File: config.mk
export PLATFORM = sky130hd
export DESIGN_NAME = ufci_fifo_ctrl_irq_ident
export DESIGN_NICKNAME = d
export VERILOG_FILES = /design/src/design/ufci_pkg.sv /design/src/design/ufci_fifo_ctrl_irq_ident.sv
export SDC_FILE = /design/constraint.sdc
export NUM_CORES = 1
export LEC_CHECK = 0
export ABC_AREA = 1
export BUFFER_PORTS_ARGS = -buffer_cell sky130_fd_sc_hd__buf_4
export CAP_MARGIN = 40
export CORE_MARGIN = 2
export CORE_UTILIZATION = 45
export DETAILED_ROUTE_END_ITERATION = 6
export MAX_ROUTING_LAYER = met4
export PLACE_DENSITY = 0.72
export REMOVE_ABC_BUFFERS = 1
export SYNTH_ARGS = -nofsm -noshare
export SYNTH_HDL_FRONTEND = slang
export SYNTH_SLANG_ARGS = --single-unit
File: constraint.sdc
create_clock -name mclk_in -period 6.2 [get_ports mclk_in]
set_input_delay 1.24 -clock mclk_in [delete_from_list [all_inputs] [get_ports mclk_in]]
set_output_delay 1.24 -clock mclk_in [all_outputs]
set_load 0.005 [all_outputs]
File: src/design/ufci_pkg.sv
// Constants and carrier types for the FIFO control and interrupt identification block
package ufci_pkg;

    // Characters held by each of the receive and transmit FIFOs
    localparam int UFCI_FIFO_DEPTH = 16;

    // Register addresses on the host register bus
    localparam logic [2:0] UFCI_ADDR_DATA = 3'h0;
    localparam logic [2:0] UFCI_ADDR_IE = 3'h1;
    localparam logic [2:0] UFCI_ADDR_FCTL = 3'h2;
    localparam logic [2:0] UFCI_ADDR_LS = 3'h5;
    localparam logic [2:0] UFCI_ADDR_MS = 3'h6;

    // Field positions in fifo_control
    localparam int UFCI_FC_ENABLE = 0;
    localparam int UFCI_FC_RX_CLR = 1;
    localparam int UFCI_FC_TX_CLR = 2;
    localparam int UFCI_FC_DMA = 3;
    localparam int UFCI_FC_TRIG_LO = 6;
    localparam int UFCI_FC_TRIG_HI = 7;

    // Field positions in interrupt_enable
    localparam int UFCI_IE_RDA = 0;
    localparam int UFCI_IE_THRE = 1;
    localparam int UFCI_IE_LS = 2;
    localparam int UFCI_IE_MS = 3;

    // Receive trigger levels in characters
    localparam logic [4:0] UFCI_TRIG_1 = 5'h01;
    localparam logic [4:0] UFCI_TRIG_4 = 5'h04;
    localparam logic [4:0] UFCI_TRIG_8 = 5'h08;
    localparam logic [4:0] UFCI_TRIG_14 = 5'h0E;

    // Low nibble codes of interrupt_identification
    localparam logic [3:0] UFCI_ID_NONE = 4'h1;
    localparam logic [3:0] UFCI_ID_LS = 4'h6;
    localparam logic [3:0] UFCI_ID_RDA = 4'h4;
    localparam logic [3:0] UFCI_ID_TMO = 4'hC;
    localparam logic [3:0] UFCI_ID_THRE = 4'h2;
    localparam logic [3:0] UFCI_ID_MS = 4'h0;

    // Character times of receive silence before a timeout
    localparam logic [2:0] UFCI_TMO_CHARS = 3'h4;

    // Reset values
    localparam logic [3:0] UFCI_IE_RESET = 4'h0;
    localparam logic [1:0] UFCI_TRIG_RESET = 2'h0;
    localparam logic [7:0] UFCI_IID_RESET = 8'h01;
    localparam logic [7:0] UFCI_BYTE_ZERO = 8'h00;

    // Character delivered by the receive shifter with its line errors
    typedef struct packed {
        logic valid;
        logic [7:0] data;
        logic parity_err;
        logic framing_err;
        logic break_det;
    } ufci_rx_char_s;

    // Modem line levels and change events
    typedef struct packed {
        logic [3:0] level;
        logic [3:0] delta;
    } ufci_modem_s;

    // Character offered to the transmit shifter
    typedef struct packed {
        logic valid;
        logic [7:0] data;
    } ufci_tx_char_s;

endpackage

File: src/design/ufci_fifo_ctrl_irq_ident.sv
// FIFO control, receive and transmit FIFOs and interrupt identification logic
// Notes on behaviour
// - Bits 7:6 pick trigger 1, 4, 8, 14
// - Address 2 writes control, reads identification
// - Receive ready while receive FIFO nonempty
// - Transmit ready while transmit FIFO empty
// - Bit 2 empties transmit FIFO, self-clearing
// - Bit 1 empties receive FIFO, self-clearing
// - Bit 0 selects FIFO or legacy mode
// - Other bits ignored unless bit 0 set
// - Five interrupt priority levels, line status highest
// - Identification frozen during its read
// - Bits 7:6 show enable, 5:4 zero
// - Bits 3:1 encode source, bit 3 FIFO-only
// - Bit 0 low when interrupt pending
// - Line status errors report 0110
// - Data available or trigger reports 0100
// - Receive timeout after four idle characters, 1100
// - Transmit empty 0010, cleared by read/write
// - Modem status changes report 0000
// - Disabled sources never flag nor interrupt
`timescale 1ns/1ps

module ufci_fifo_ctrl_irq_ident
    import ufci_pkg::*;
#(
    parameter int DEPTH = UFCI_FIFO_DEPTH
) (
    input wire logic mclk_in,
    input wire logic reset_n_in,
    input wire logic [2:0] addr_in,
    input wire logic [7:0] wdata_in,
    input wire logic wr_in,
    input wire logic rd_in,
    output logic [7:0] rdata_out,
    input wire ufci_rx_char_s rx_char_in,
    input wire ufci_modem_s modem_in,
    input wire logic char_tick_in,
    input wire logic tx_take_in,
    output ufci_tx_char_s tx_char_out,
    output logic receive_ready_out,
    output logic transmit_ready_out,
    output logic host_interrupt_out
);

    localparam int PW = (DEPTH > 1) ? $clog2(DEPTH) : 1;
    localparam int CW = $clog2(DEPTH + 1);
    localparam logic [CW-1:0] CNT_FULL = CW'(DEPTH);
    localparam logic [CW-1:0] CNT_ONE = CW'(1);
    localparam logic [CW-1:0] CNT_ZERO = CW'(0);
    localparam logic [PW-1:0] PTR_LAST = PW'(DEPTH - 1);
    localparam logic [PW-1:0] PTR_ZERO = PW'(0);

    // Whole state of the block
    typedef struct packed {
        logic [DEPTH-1:0][7:0] rx_mem;
        logic [DEPTH-1:0][7:0] tx_mem;
        logic [PW-1:0] rx_rd;
        logic [PW-1:0] rx_wr;
        logic [PW-1:0] tx_rd;
        logic [PW-1:0] tx_wr;
        logic [CW-1:0] rx_cnt;
        logic [CW-1:0] tx_cnt;
        logic fifo_en;
        logic [1:0] trig_sel;
        logic [3:0] ie;
        logic overrun;
        logic parity;
        logic framing;
        logic brk;
        logic [3:0] ms_delta;
        logic thre_pend;
        logic [2:0] tmo_cnt;
        logic [7:0] iid;
        logic [7:0] rdata;
        logic rx_rdy;
        logic tx_rdy;
        logic irq;
        logic tx_valid;
        logic [7:0] tx_data;
    } ufci_state_s;

    ufci_state_s s_r;
    ufci_state_s s_nxt;

    logic data_rd;
    logic data_wr;
    logic ie_wr;
    logic fc_wr;
    logic iid_rd;
    logic ls_rd;
    logic ms_rd;
    logic [CW-1:0] limit;
    logic [CW-1:0] trig_cnt;
    logic rx_pop;
    logic rx_push;
    logic tx_push;
    logic tx_pop;
    logic rx_clr;
    logic tx_clr;
    logic src_ls;
    logic src_rda;
    logic src_tmo;
    logic src_thre;
    logic src_ms;
    logic thre_now;
    logic thre_next;
    logic thre_clr;
    logic [3:0] id_code;

    // Pointer advance with wrap at the last slot
    function automatic logic [PW-1:0] ptr_inc(input logic [PW-1:0] p);
        ptr_inc = (p == PTR_LAST) ? PTR_ZERO : p + PW'(1);
    endfunction

    // Occupancy after one cycle of pushes and pops
    function automatic logic [CW-1:0] cnt_step(
        input logic [CW-1:0] cnt,
        input logic push,
        input logic pop
    );
        if (push && !pop) begin
            cnt_step = cnt + CNT_ONE;
        end else if (pop && !push) begin
            cnt_step = cnt - CNT_ONE;
        end else begin
            cnt_step = cnt;
        end
    endfunction

    // True while a FIFO count shows no characters
    function automatic logic cnt_empty(input logic [CW-1:0] cnt);
        cnt_empty = (cnt == CNT_ZERO);
    endfunction

    // Sticky flag; a new event beats a clear in the same cycle
    function automatic logic sticky(input logic held, input logic clr, input logic set);
        sticky = (held && !clr) || set;
    endfunction

    // Strobe qualified by one register address
    function automatic logic addr_hit(
        input logic strobe,
        input logic [2:0] a,
        input logic [2:0] t
    );
        addr_hit = strobe && (a == t);
    endfunction

    // Transmit-empty condition as seen through its enable
    function automatic logic thre_cond(input ufci_state_s st);
        thre_cond = st.ie[UFCI_IE_THRE] && cnt_empty(st.tx_cnt);
    endfunction

    // Line status byte as the host reads it
    function automatic logic [7:0] ls_byte(input ufci_state_s st);
        ls_byte = {1'b0, cnt_empty(st.tx_cnt), cnt_empty(st.tx_cnt), st.brk, st.framing,
                   st.parity, st.overrun, !cnt_empty(st.rx_cnt)};
    endfunction

    // Identification byte: mode copy twice, two zero bits, source code
    function automatic logic [7:0] iid_byte(input logic en, input logic [3:0] code);
        logic [3:0] c;
        c = code;
        if (!en) begin
            c[3] = 1'b0;
        end
        iid_byte = {en, en, 2'b00, c};
    endfunction

    // Receive trigger level in characters for a select code
    function automatic logic [4:0] trig_level(input logic [1:0] sel);
        case (sel)
            2'h0: trig_level = UFCI_TRIG_1;
            2'h1: trig_level = UFCI_TRIG_4;
            2'h2: trig_level = UFCI_TRIG_8;
            default: trig_level = UFCI_TRIG_14;
        endcase
    endfunction

    // Highest-priority pending source, line status first
    function automatic logic [3:0] prio_code(
        input logic ls,
        input logic rda,
        input logic tmo,
        input logic thre,
        input logic ms
    );
        if (ls) begin
            prio_code = UFCI_ID_LS;
        end else if (rda) begin
            prio_code = UFCI_ID_RDA;
        end else if (tmo) begin
            prio_code = UFCI_ID_TMO;
        end else if (thre) begin
            prio_code = UFCI_ID_THRE;
        end else if (ms) begin
            prio_code = UFCI_ID_MS;
        end else begin
            prio_code = UFCI_ID_NONE;
        end
    endfunction

    // Bus decode, FIFO movement and interrupt evaluation
    always_comb begin
        s_nxt = s_r;

        // Address decode; address 2 splits by direction
        data_rd = addr_hit(rd_in, addr_in, UFCI_ADDR_DATA);
        data_wr = addr_hit(wr_in, addr_in, UFCI_ADDR_DATA);
        ie_wr = addr_hit(wr_in, addr_in, UFCI_ADDR_IE);
        fc_wr = addr_hit(wr_in, addr_in, UFCI_ADDR_FCTL);
        iid_rd = addr_hit(rd_in, addr_in, UFCI_ADDR_FCTL);
        ls_rd = addr_hit(rd_in, addr_in, UFCI_ADDR_LS);
        ms_rd = addr_hit(rd_in, addr_in, UFCI_ADDR_MS);

        // Legacy mode behaves as a one-character holding register
        limit = s_r.fifo_en ? CNT_FULL : CNT_ONE;

        // FIFO control write; bit 3 is never looked at
        rx_clr = 1'b0;
        tx_clr = 1'b0;
        if (fc_wr) begin
            s_nxt.fifo_en = wdata_in[UFCI_FC_ENABLE];
            if (wdata_in[UFCI_FC_ENABLE]) begin
                s_nxt.trig_sel = wdata_in[UFCI_FC_TRIG_HI:UFCI_FC_TRIG_LO];
                rx_clr = wdata_in[UFCI_FC_RX_CLR] || !s_r.fifo_en;
                tx_clr = wdata_in[UFCI_FC_TX_CLR] || !s_r.fifo_en;
            end else begin
                rx_clr = 1'b1;
                tx_clr = 1'b1;
            end
        end

        // Receive FIFO: shifter pushes, host reads pop
        rx_pop = data_rd && (s_r.rx_cnt != CNT_ZERO);
        rx_push = rx_char_in.valid && ((s_r.rx_cnt < limit) || rx_pop);
        if (rx_clr) begin
            s_nxt.rx_rd = PTR_ZERO;
            s_nxt.rx_wr = PTR_ZERO;
            s_nxt.rx_cnt = CNT_ZERO;
        end else begin
            if (rx_push) begin
                s_nxt.rx_mem[s_r.rx_wr] = rx_char_in.data;
                s_nxt.rx_wr = ptr_inc(s_r.rx_wr);
            end
            if (rx_pop) begin
                s_nxt.rx_rd = ptr_inc(s_r.rx_rd);
            end
            s_nxt.rx_cnt = cnt_step(s_r.rx_cnt, rx_push, rx_pop);
        end

        // Transmit FIFO: host writes push, shifter takes pop
        tx_push = data_wr && (s_r.tx_cnt < limit);
        tx_pop = s_r.tx_valid && tx_take_in;
        if (tx_clr) begin
            s_nxt.tx_rd = PTR_ZERO;
            s_nxt.tx_wr = PTR_ZERO;
            s_nxt.tx_cnt = CNT_ZERO;
        end else begin
            if (tx_push) begin
                s_nxt.tx_mem[s_r.tx_wr] = wdata_in;
                s_nxt.tx_wr = ptr_inc(s_r.tx_wr);
            end
            if (tx_pop) begin
                s_nxt.tx_rd = ptr_inc(s_r.tx_rd);
            end
            s_nxt.tx_cnt = cnt_step(s_r.tx_cnt, tx_push, tx_pop);
        end

        // Interrupt enable write
        if (ie_wr) begin
            s_nxt.ie = wdata_in[3:0];
        end

        // Line errors are sticky; a new event beats the clearing read
        s_nxt.overrun = sticky(s_r.overrun, ls_rd, rx_char_in.valid && !rx_push && !rx_clr);
        s_nxt.parity = sticky(s_r.parity, ls_rd, rx_char_in.valid && rx_char_in.parity_err);
        s_nxt.framing = sticky(s_r.framing, ls_rd, rx_char_in.valid && rx_char_in.framing_err);
        s_nxt.brk = sticky(s_r.brk, ls_rd, rx_char_in.valid && rx_char_in.break_det);

        // Modem change flags, cleared by reading modem status
        s_nxt.ms_delta = (s_r.ms_delta & ~{4{ms_rd}}) | modem_in.delta;

        // Character times without FIFO activity while data waits
        if (!s_nxt.fifo_en || rx_push || rx_pop || rx_clr || (s_nxt.rx_cnt == CNT_ZERO)) begin
            s_nxt.tmo_cnt = 3'h0;
        end else if (char_tick_in && (s_r.tmo_cnt < UFCI_TMO_CHARS)) begin
            s_nxt.tmo_cnt = s_r.tmo_cnt + 3'h1;
        end

        // Transmit-empty event latches on the rising edge of its condition
        thre_now = thre_cond(s_r);
        thre_next = thre_cond(s_nxt);
        thre_clr = tx_push || (iid_rd && (s_r.iid[3:0] == UFCI_ID_THRE)) ||
                   !s_nxt.ie[UFCI_IE_THRE];
        s_nxt.thre_pend = (thre_next && !thre_now) || (s_r.thre_pend && !thre_clr);

        // Trigger level in force once this cycle's control write lands
        trig_cnt = CW'(trig_level(s_nxt.trig_sel));

        // Source conditions, each gated by its enable
        src_ls = s_nxt.ie[UFCI_IE_LS] &&
                 (s_nxt.overrun || s_nxt.parity || s_nxt.framing || s_nxt.brk);
        src_rda = s_nxt.ie[UFCI_IE_RDA] && (s_nxt.fifo_en ?
                  (s_nxt.rx_cnt >= trig_cnt) :
                  (s_nxt.rx_cnt != CNT_ZERO));
        src_tmo = s_nxt.ie[UFCI_IE_RDA] && s_nxt.fifo_en &&
                  (s_nxt.tmo_cnt == UFCI_TMO_CHARS);
        src_thre = s_nxt.thre_pend;
        src_ms = s_nxt.ie[UFCI_IE_MS] && (s_nxt.ms_delta != 4'h0);
        id_code = prio_code(src_ls, src_rda, src_tmo, src_thre, src_ms);

        // Identification snapshot holds still during its own read
        if (!iid_rd) begin
            s_nxt.iid = iid_byte(s_nxt.fifo_en, id_code);
        end
        s_nxt.irq = (id_code != UFCI_ID_NONE);

        // Flow indications toward the host side, character toward the transmit shifter
        s_nxt.rx_rdy = (s_nxt.rx_cnt != CNT_ZERO);
        s_nxt.tx_rdy = (s_nxt.tx_cnt == CNT_ZERO);
        s_nxt.tx_valid = (s_nxt.tx_cnt != CNT_ZERO);
        s_nxt.tx_data = s_nxt.tx_mem[s_nxt.tx_rd];

        // Read data, presented in the cycle after the strobe only
        s_nxt.rdata = UFCI_BYTE_ZERO;
        if (rd_in) begin
            case (addr_in)
                UFCI_ADDR_DATA: begin
                    s_nxt.rdata = rx_pop ? s_r.rx_mem[s_r.rx_rd] : UFCI_BYTE_ZERO;
                end
                UFCI_ADDR_IE: begin
                    s_nxt.rdata = {4'h0, s_r.ie};
                end
                UFCI_ADDR_FCTL: begin
                    s_nxt.rdata = s_r.iid;
                end
                UFCI_ADDR_LS: begin
                    s_nxt.rdata = ls_byte(s_r);
                end
                UFCI_ADDR_MS: begin
                    s_nxt.rdata = {modem_in.level, s_r.ms_delta};
                end
                default: begin
                    s_nxt.rdata = UFCI_BYTE_ZERO;
                end
            endcase
        end
    end

    // State register with asynchronous reset to constants
    always_ff @(posedge mclk_in or negedge reset_n_in) begin
        if (!reset_n_in) begin
            s_r <= '0;
            s_r.ie <= UFCI_IE_RESET;
            s_r.trig_sel <= UFCI_TRIG_RESET;
            s_r.iid <= UFCI_IID_RESET;
            s_r.tx_rdy <= 1'b1;
        end else begin
            s_r <= s_nxt;
        end
    end

    // Outputs straight from the state register
    assign rdata_out = s_r.rdata;
    assign tx_char_out.valid = s_r.tx_valid;
    assign tx_char_out.data = s_r.tx_data;
    assign receive_ready_out = s_r.rx_rdy;
    assign transmit_ready_out = s_r.tx_rdy;
    assign host_interrupt_out = s_r.irq;

endmodule

==> impl_metrics.env <==
export IMPL_crit_arrival_ns=3.76
export IMPL_synthAdderAreaFrac=0.0184
export IMPL_synth_top_cell_area_share=0.520
export IMPL_cp_common_cell="nand2_1"
export IMPL_power_mw=7.89
export IMPL_status="completed"
export IMPL_holdCritStartpoint="s_r[253]"
export IMPL_yosys_area_share_simple=0.208
export IMPL_ctsHoldBuffers=0
export IMPL_overflow=0
export IMPL_regToRegSetupSlack_ns=3.02
export IMPL_max_cap_violations=0
export IMPL_design_core_area_um2=34400
export IMPL_cts_buffers=37
export IMPL_nNetsFinal=1888
export IMPL_power_leakage_nw=8.24
export IMPL_cts_resized=0
export IMPL_async_flop_share=1.00
export IMPL_place_inst=2243
export IMPL_yosysTopAreaCell="dfrtp_1"
export IMPL_met1_usage=0.305
export IMPL_initial_core_util=0.454
export IMPL_first_iter_violations=1410
export IMPL_synth_area_um2=15600
export IMPL_hold_end="s_r[253]"
export IMPL_synth_area_mux_share=0.0110
export IMPL_cp_data_required_time_ns=6.60
export IMPL_clk_latency_ns=0.54
export IMPL_place_gp_congestion=0.904
export IMPL_max_slew_margin=0.449
export IMPL_area_growth_pct=11.8
export IMPL_criticalPathCategory="in2reg"
export IMPL_synth_top_family_by_area="simple AND/OR/NAND/NOR gates"
export IMPL_h_tree_depth=2
export IMPL_die_w_um=190
export IMPL_grt_busiest_layer="met2"
export IMPL_cts_root_buf="clkbuf_16"
export IMPL_row_count=68
export IMPL_ant_nets=0
export IMPL_grt_max_degree=156
export IMPL_die_area_um2=36200
export IMPL_finalWirelength_mm=40.0
export IMPL_syn_inst=1836
export IMPL_post_route_period_util=0.542
export IMPL_io_buffers=56
export IMPL_clockBufferDepth=3
export IMPL_layout_cells_non_filler=2310
export IMPL_grt_pass1_vias=12505
export IMPL_synthTopCellsByArea="dfrtp_1, nand2_1, o21ai_0, nand3_1, nor2_1"
export IMPL_clock_sinks=326
export IMPL_min_path_cells=2
export IMPL_yosys_area_share_xor_xnor=0.00898
export IMPL_path_cells="buf_4 > inv_1 > nor2_1 > nand2_2 > nand3_4 > o21ai_1 > inv_1 > nand2_1 > inv_1 > ha_1 > a21boi_0 > o21ai_0 > nand2_1 > a21oi_1 > a31oi_1 > nand2_1 > nand2_1 > nor2_1 > o21ai_0"
export IMPL_io_pins=57
export IMPL_grt_pass1_wl_mm=65.1
export IMPL_setup_tns_final_ns=0
export IMPL_synth_compound_area_frac=0.167
export IMPL_route_detailed_drc=0
export IMPL_clk_pin_slew_worst_paths_ns=0.05
export IMPL_drive_above_1_share=0.0900
export IMPL_crit_family="simple AND/OR/NAND/NOR gates"
export IMPL_diodes=0
export IMPL_crit_path_max_incr_delay_ns=0.30
export IMPL_cellPowerDensity_nw_per_um2=452
export IMPL_yosysUniqueCellTypes=48
export IMPL_cp_num_buf_inv=4
export IMPL_synth_edf_count=0
export IMPL_synth_ff_type="dfrtp_1"
export IMPL_fin_crit_ns=3.36
export IMPL_track_usage=0.230
export IMPL_finalSetupViolCount=0
export IMPL_wl_per_cell_um=17.3
export IMPL_tightest_slew_ns=0.827
export IMPL_ys_seq_area_frac=0.523
export IMPL_antenna_found_initial=0
export IMPL_ir_drop_v=0.000275
export IMPL_final_max_slew_violation_count=0
export IMPL_avgSynthCellArea_um2=8.50
export IMPL_cp_end_kind="flip-flop"
export IMPL_r2r_end="s_r[22]"
export IMPL_hold_viol_final=0
export IMPL_dpl_hpwl_mm=25.4
export IMPL_rr_worst_depth=19
export IMPL_post_cts_buffers=0
export IMPL_fmax_ghz=0.298
export IMPL_crit_path_top_delay_cell="inv_1"
export IMPL_drt_pre_antenna_iters=5
export IMPL_vias=12853
export IMPL_fin_skew_ns=0.0185
export IMPL_hp_class="reg2reg"
export IMPL_die_h_um=190
export IMPL_tritoncts="done"
export IMPL_worstPathMaxFanout=13
export IMPL_reg2reg_from="s_r[46]"
export IMPL_vias_per_cell=5.56
export IMPL_met2_usage=0.364
export IMPL_ys_warn_count=0
export IMPL_synth_seq_cells=326
export IMPL_rsz0062_at_grt="false"
export IMPL_startpoint_type="input pin"
export IMPL_met3_usage=0.0351
-- cell usage in the layout, fill, tap and decap left out, types with 16 or more instances in the layout --
cell type / instances
nand2_1: 503
dfrtp_1: 323
o21ai_0: 285
nor2_1: 121
inv_1: 106
nand3_1: 99
buf_4: 66
clkbuf_16: 37
o21ai_1: 34
o211ai_1: 30
o21a_1: 24
ha_1: 23
o32ai_1: 17
mux2i_1: 16
-- registers in the layout, summed over array words and instances (netlist names) --
| register | cells |
|---|---|
| s_r | 306 |
| tx_char_out | 9 |
| rdata_out | 8 |
| host_interrupt_out | 1 |
| receive_ready_out | 1 |
| transmit_ready_out | 1 |
-- worst register-to-register path, stage by stage (launching register included) --
cell and delay, ns:
dfrtp_1 0.41, inv_1 0.17, ha_1 0.26, or2_2 0.30, nand2_1 0.16, nand3_4 0.13, o21ai_1 0.13, inv_1 0.05
nand2_1 0.07, inv_1 0.06, ha_1 0.28, a21boi_0 0.12, o21ai_0 0.15, nand2_1 0.07, a21oi_1 0.13, a31oi_1 0.09
nand2_1 0.11, nand2_1 0.07, nor2_1 0.19, o21ai_0 0.10
-- worst max path at each step --
stage / startpoint / cells past startpoint / slack [ns] / end
6_report: rd_in / 19 / 2.84 / s_r[22]
4_1_cts: rd_in / 19 / 2.85 / s_r[22]
5_1_grt: rd_in / 18 / 2.47 / s_r[22]
2_1_floorplan: wdata_in[0] / 10 / -2.17 / tx_char_out[0]
3_5_place_dp: rd_in / 19 / 2.27 / s_r[22]
3_3_place_gp: rd_in / 19 / 2.36 / s_r[22]
-- through the flow --
stage                     utilization  hold WS, ns  instance area [um2]  setup WS, ns
after floorplan                     -        0.448                15000         -2.17
after global placement          0.469        0.460                16100          2.36
after detailed placement        0.470        0.468                16100          2.27
after global routing            0.508        0.502                17400          2.47
final                           0.508        0.478                17400          2.84
after CTS                       0.507        0.482                17400          2.85
-- cells by family after synthesis --
logic type / after synthesis
simple gates: 773
compound gates: 451
mux: 17
flops: 326
xor+xnor: 16
fa+ha+maj: 23
buf+inv: 230
-- metal layers --
metal | share of wire | up-vias
li1 | - | 6086
met1 | 0.44 | 6231
met2 | 0.47 | 452
met3 | 0.060 | 84
met4 | 0.028 | 0
met5 | 0 | -
-- report_power, final --
group          total [mW]  switching [mW]  leakage, nW  internal (mW)
logic                2.55            1.65         3.30          0.903
registers            3.07           0.354         4.31           2.71
clock network        2.27           0.907        0.631           1.37
-- synthesized netlist by cell type (all sizes together) (4+ instances only) --
cell / number
nand3: 109
nand2: 506
inv: 109
nor2: 132
dfrtp: 324
clkbuf: 65
nor3: 10
o21ai: 320
a221oi: 4
o32ai: 17
clkinv: 5
xor2: 13
o21bai: 13
o21a: 24
mux2i: 16
o211ai: 30
a31oi: 4
buf: 51
a21oi: 12
ha: 23
o221ai: 15
or2: 5
a21o: 4
nand4: 11
-- final cells by class --
cell class / count / area [um2]
clock buffer: 51 / 1050
clock inverter: 15 / 230
fill: 3173 / 16900
inverter: 114 / 430
multi-input combinational: 1280 / 6450
sequential: 326 / 8160
tap: 455 / 569
timing repair buffer: 69 / 558
Power figures use the tool's default switching activity.
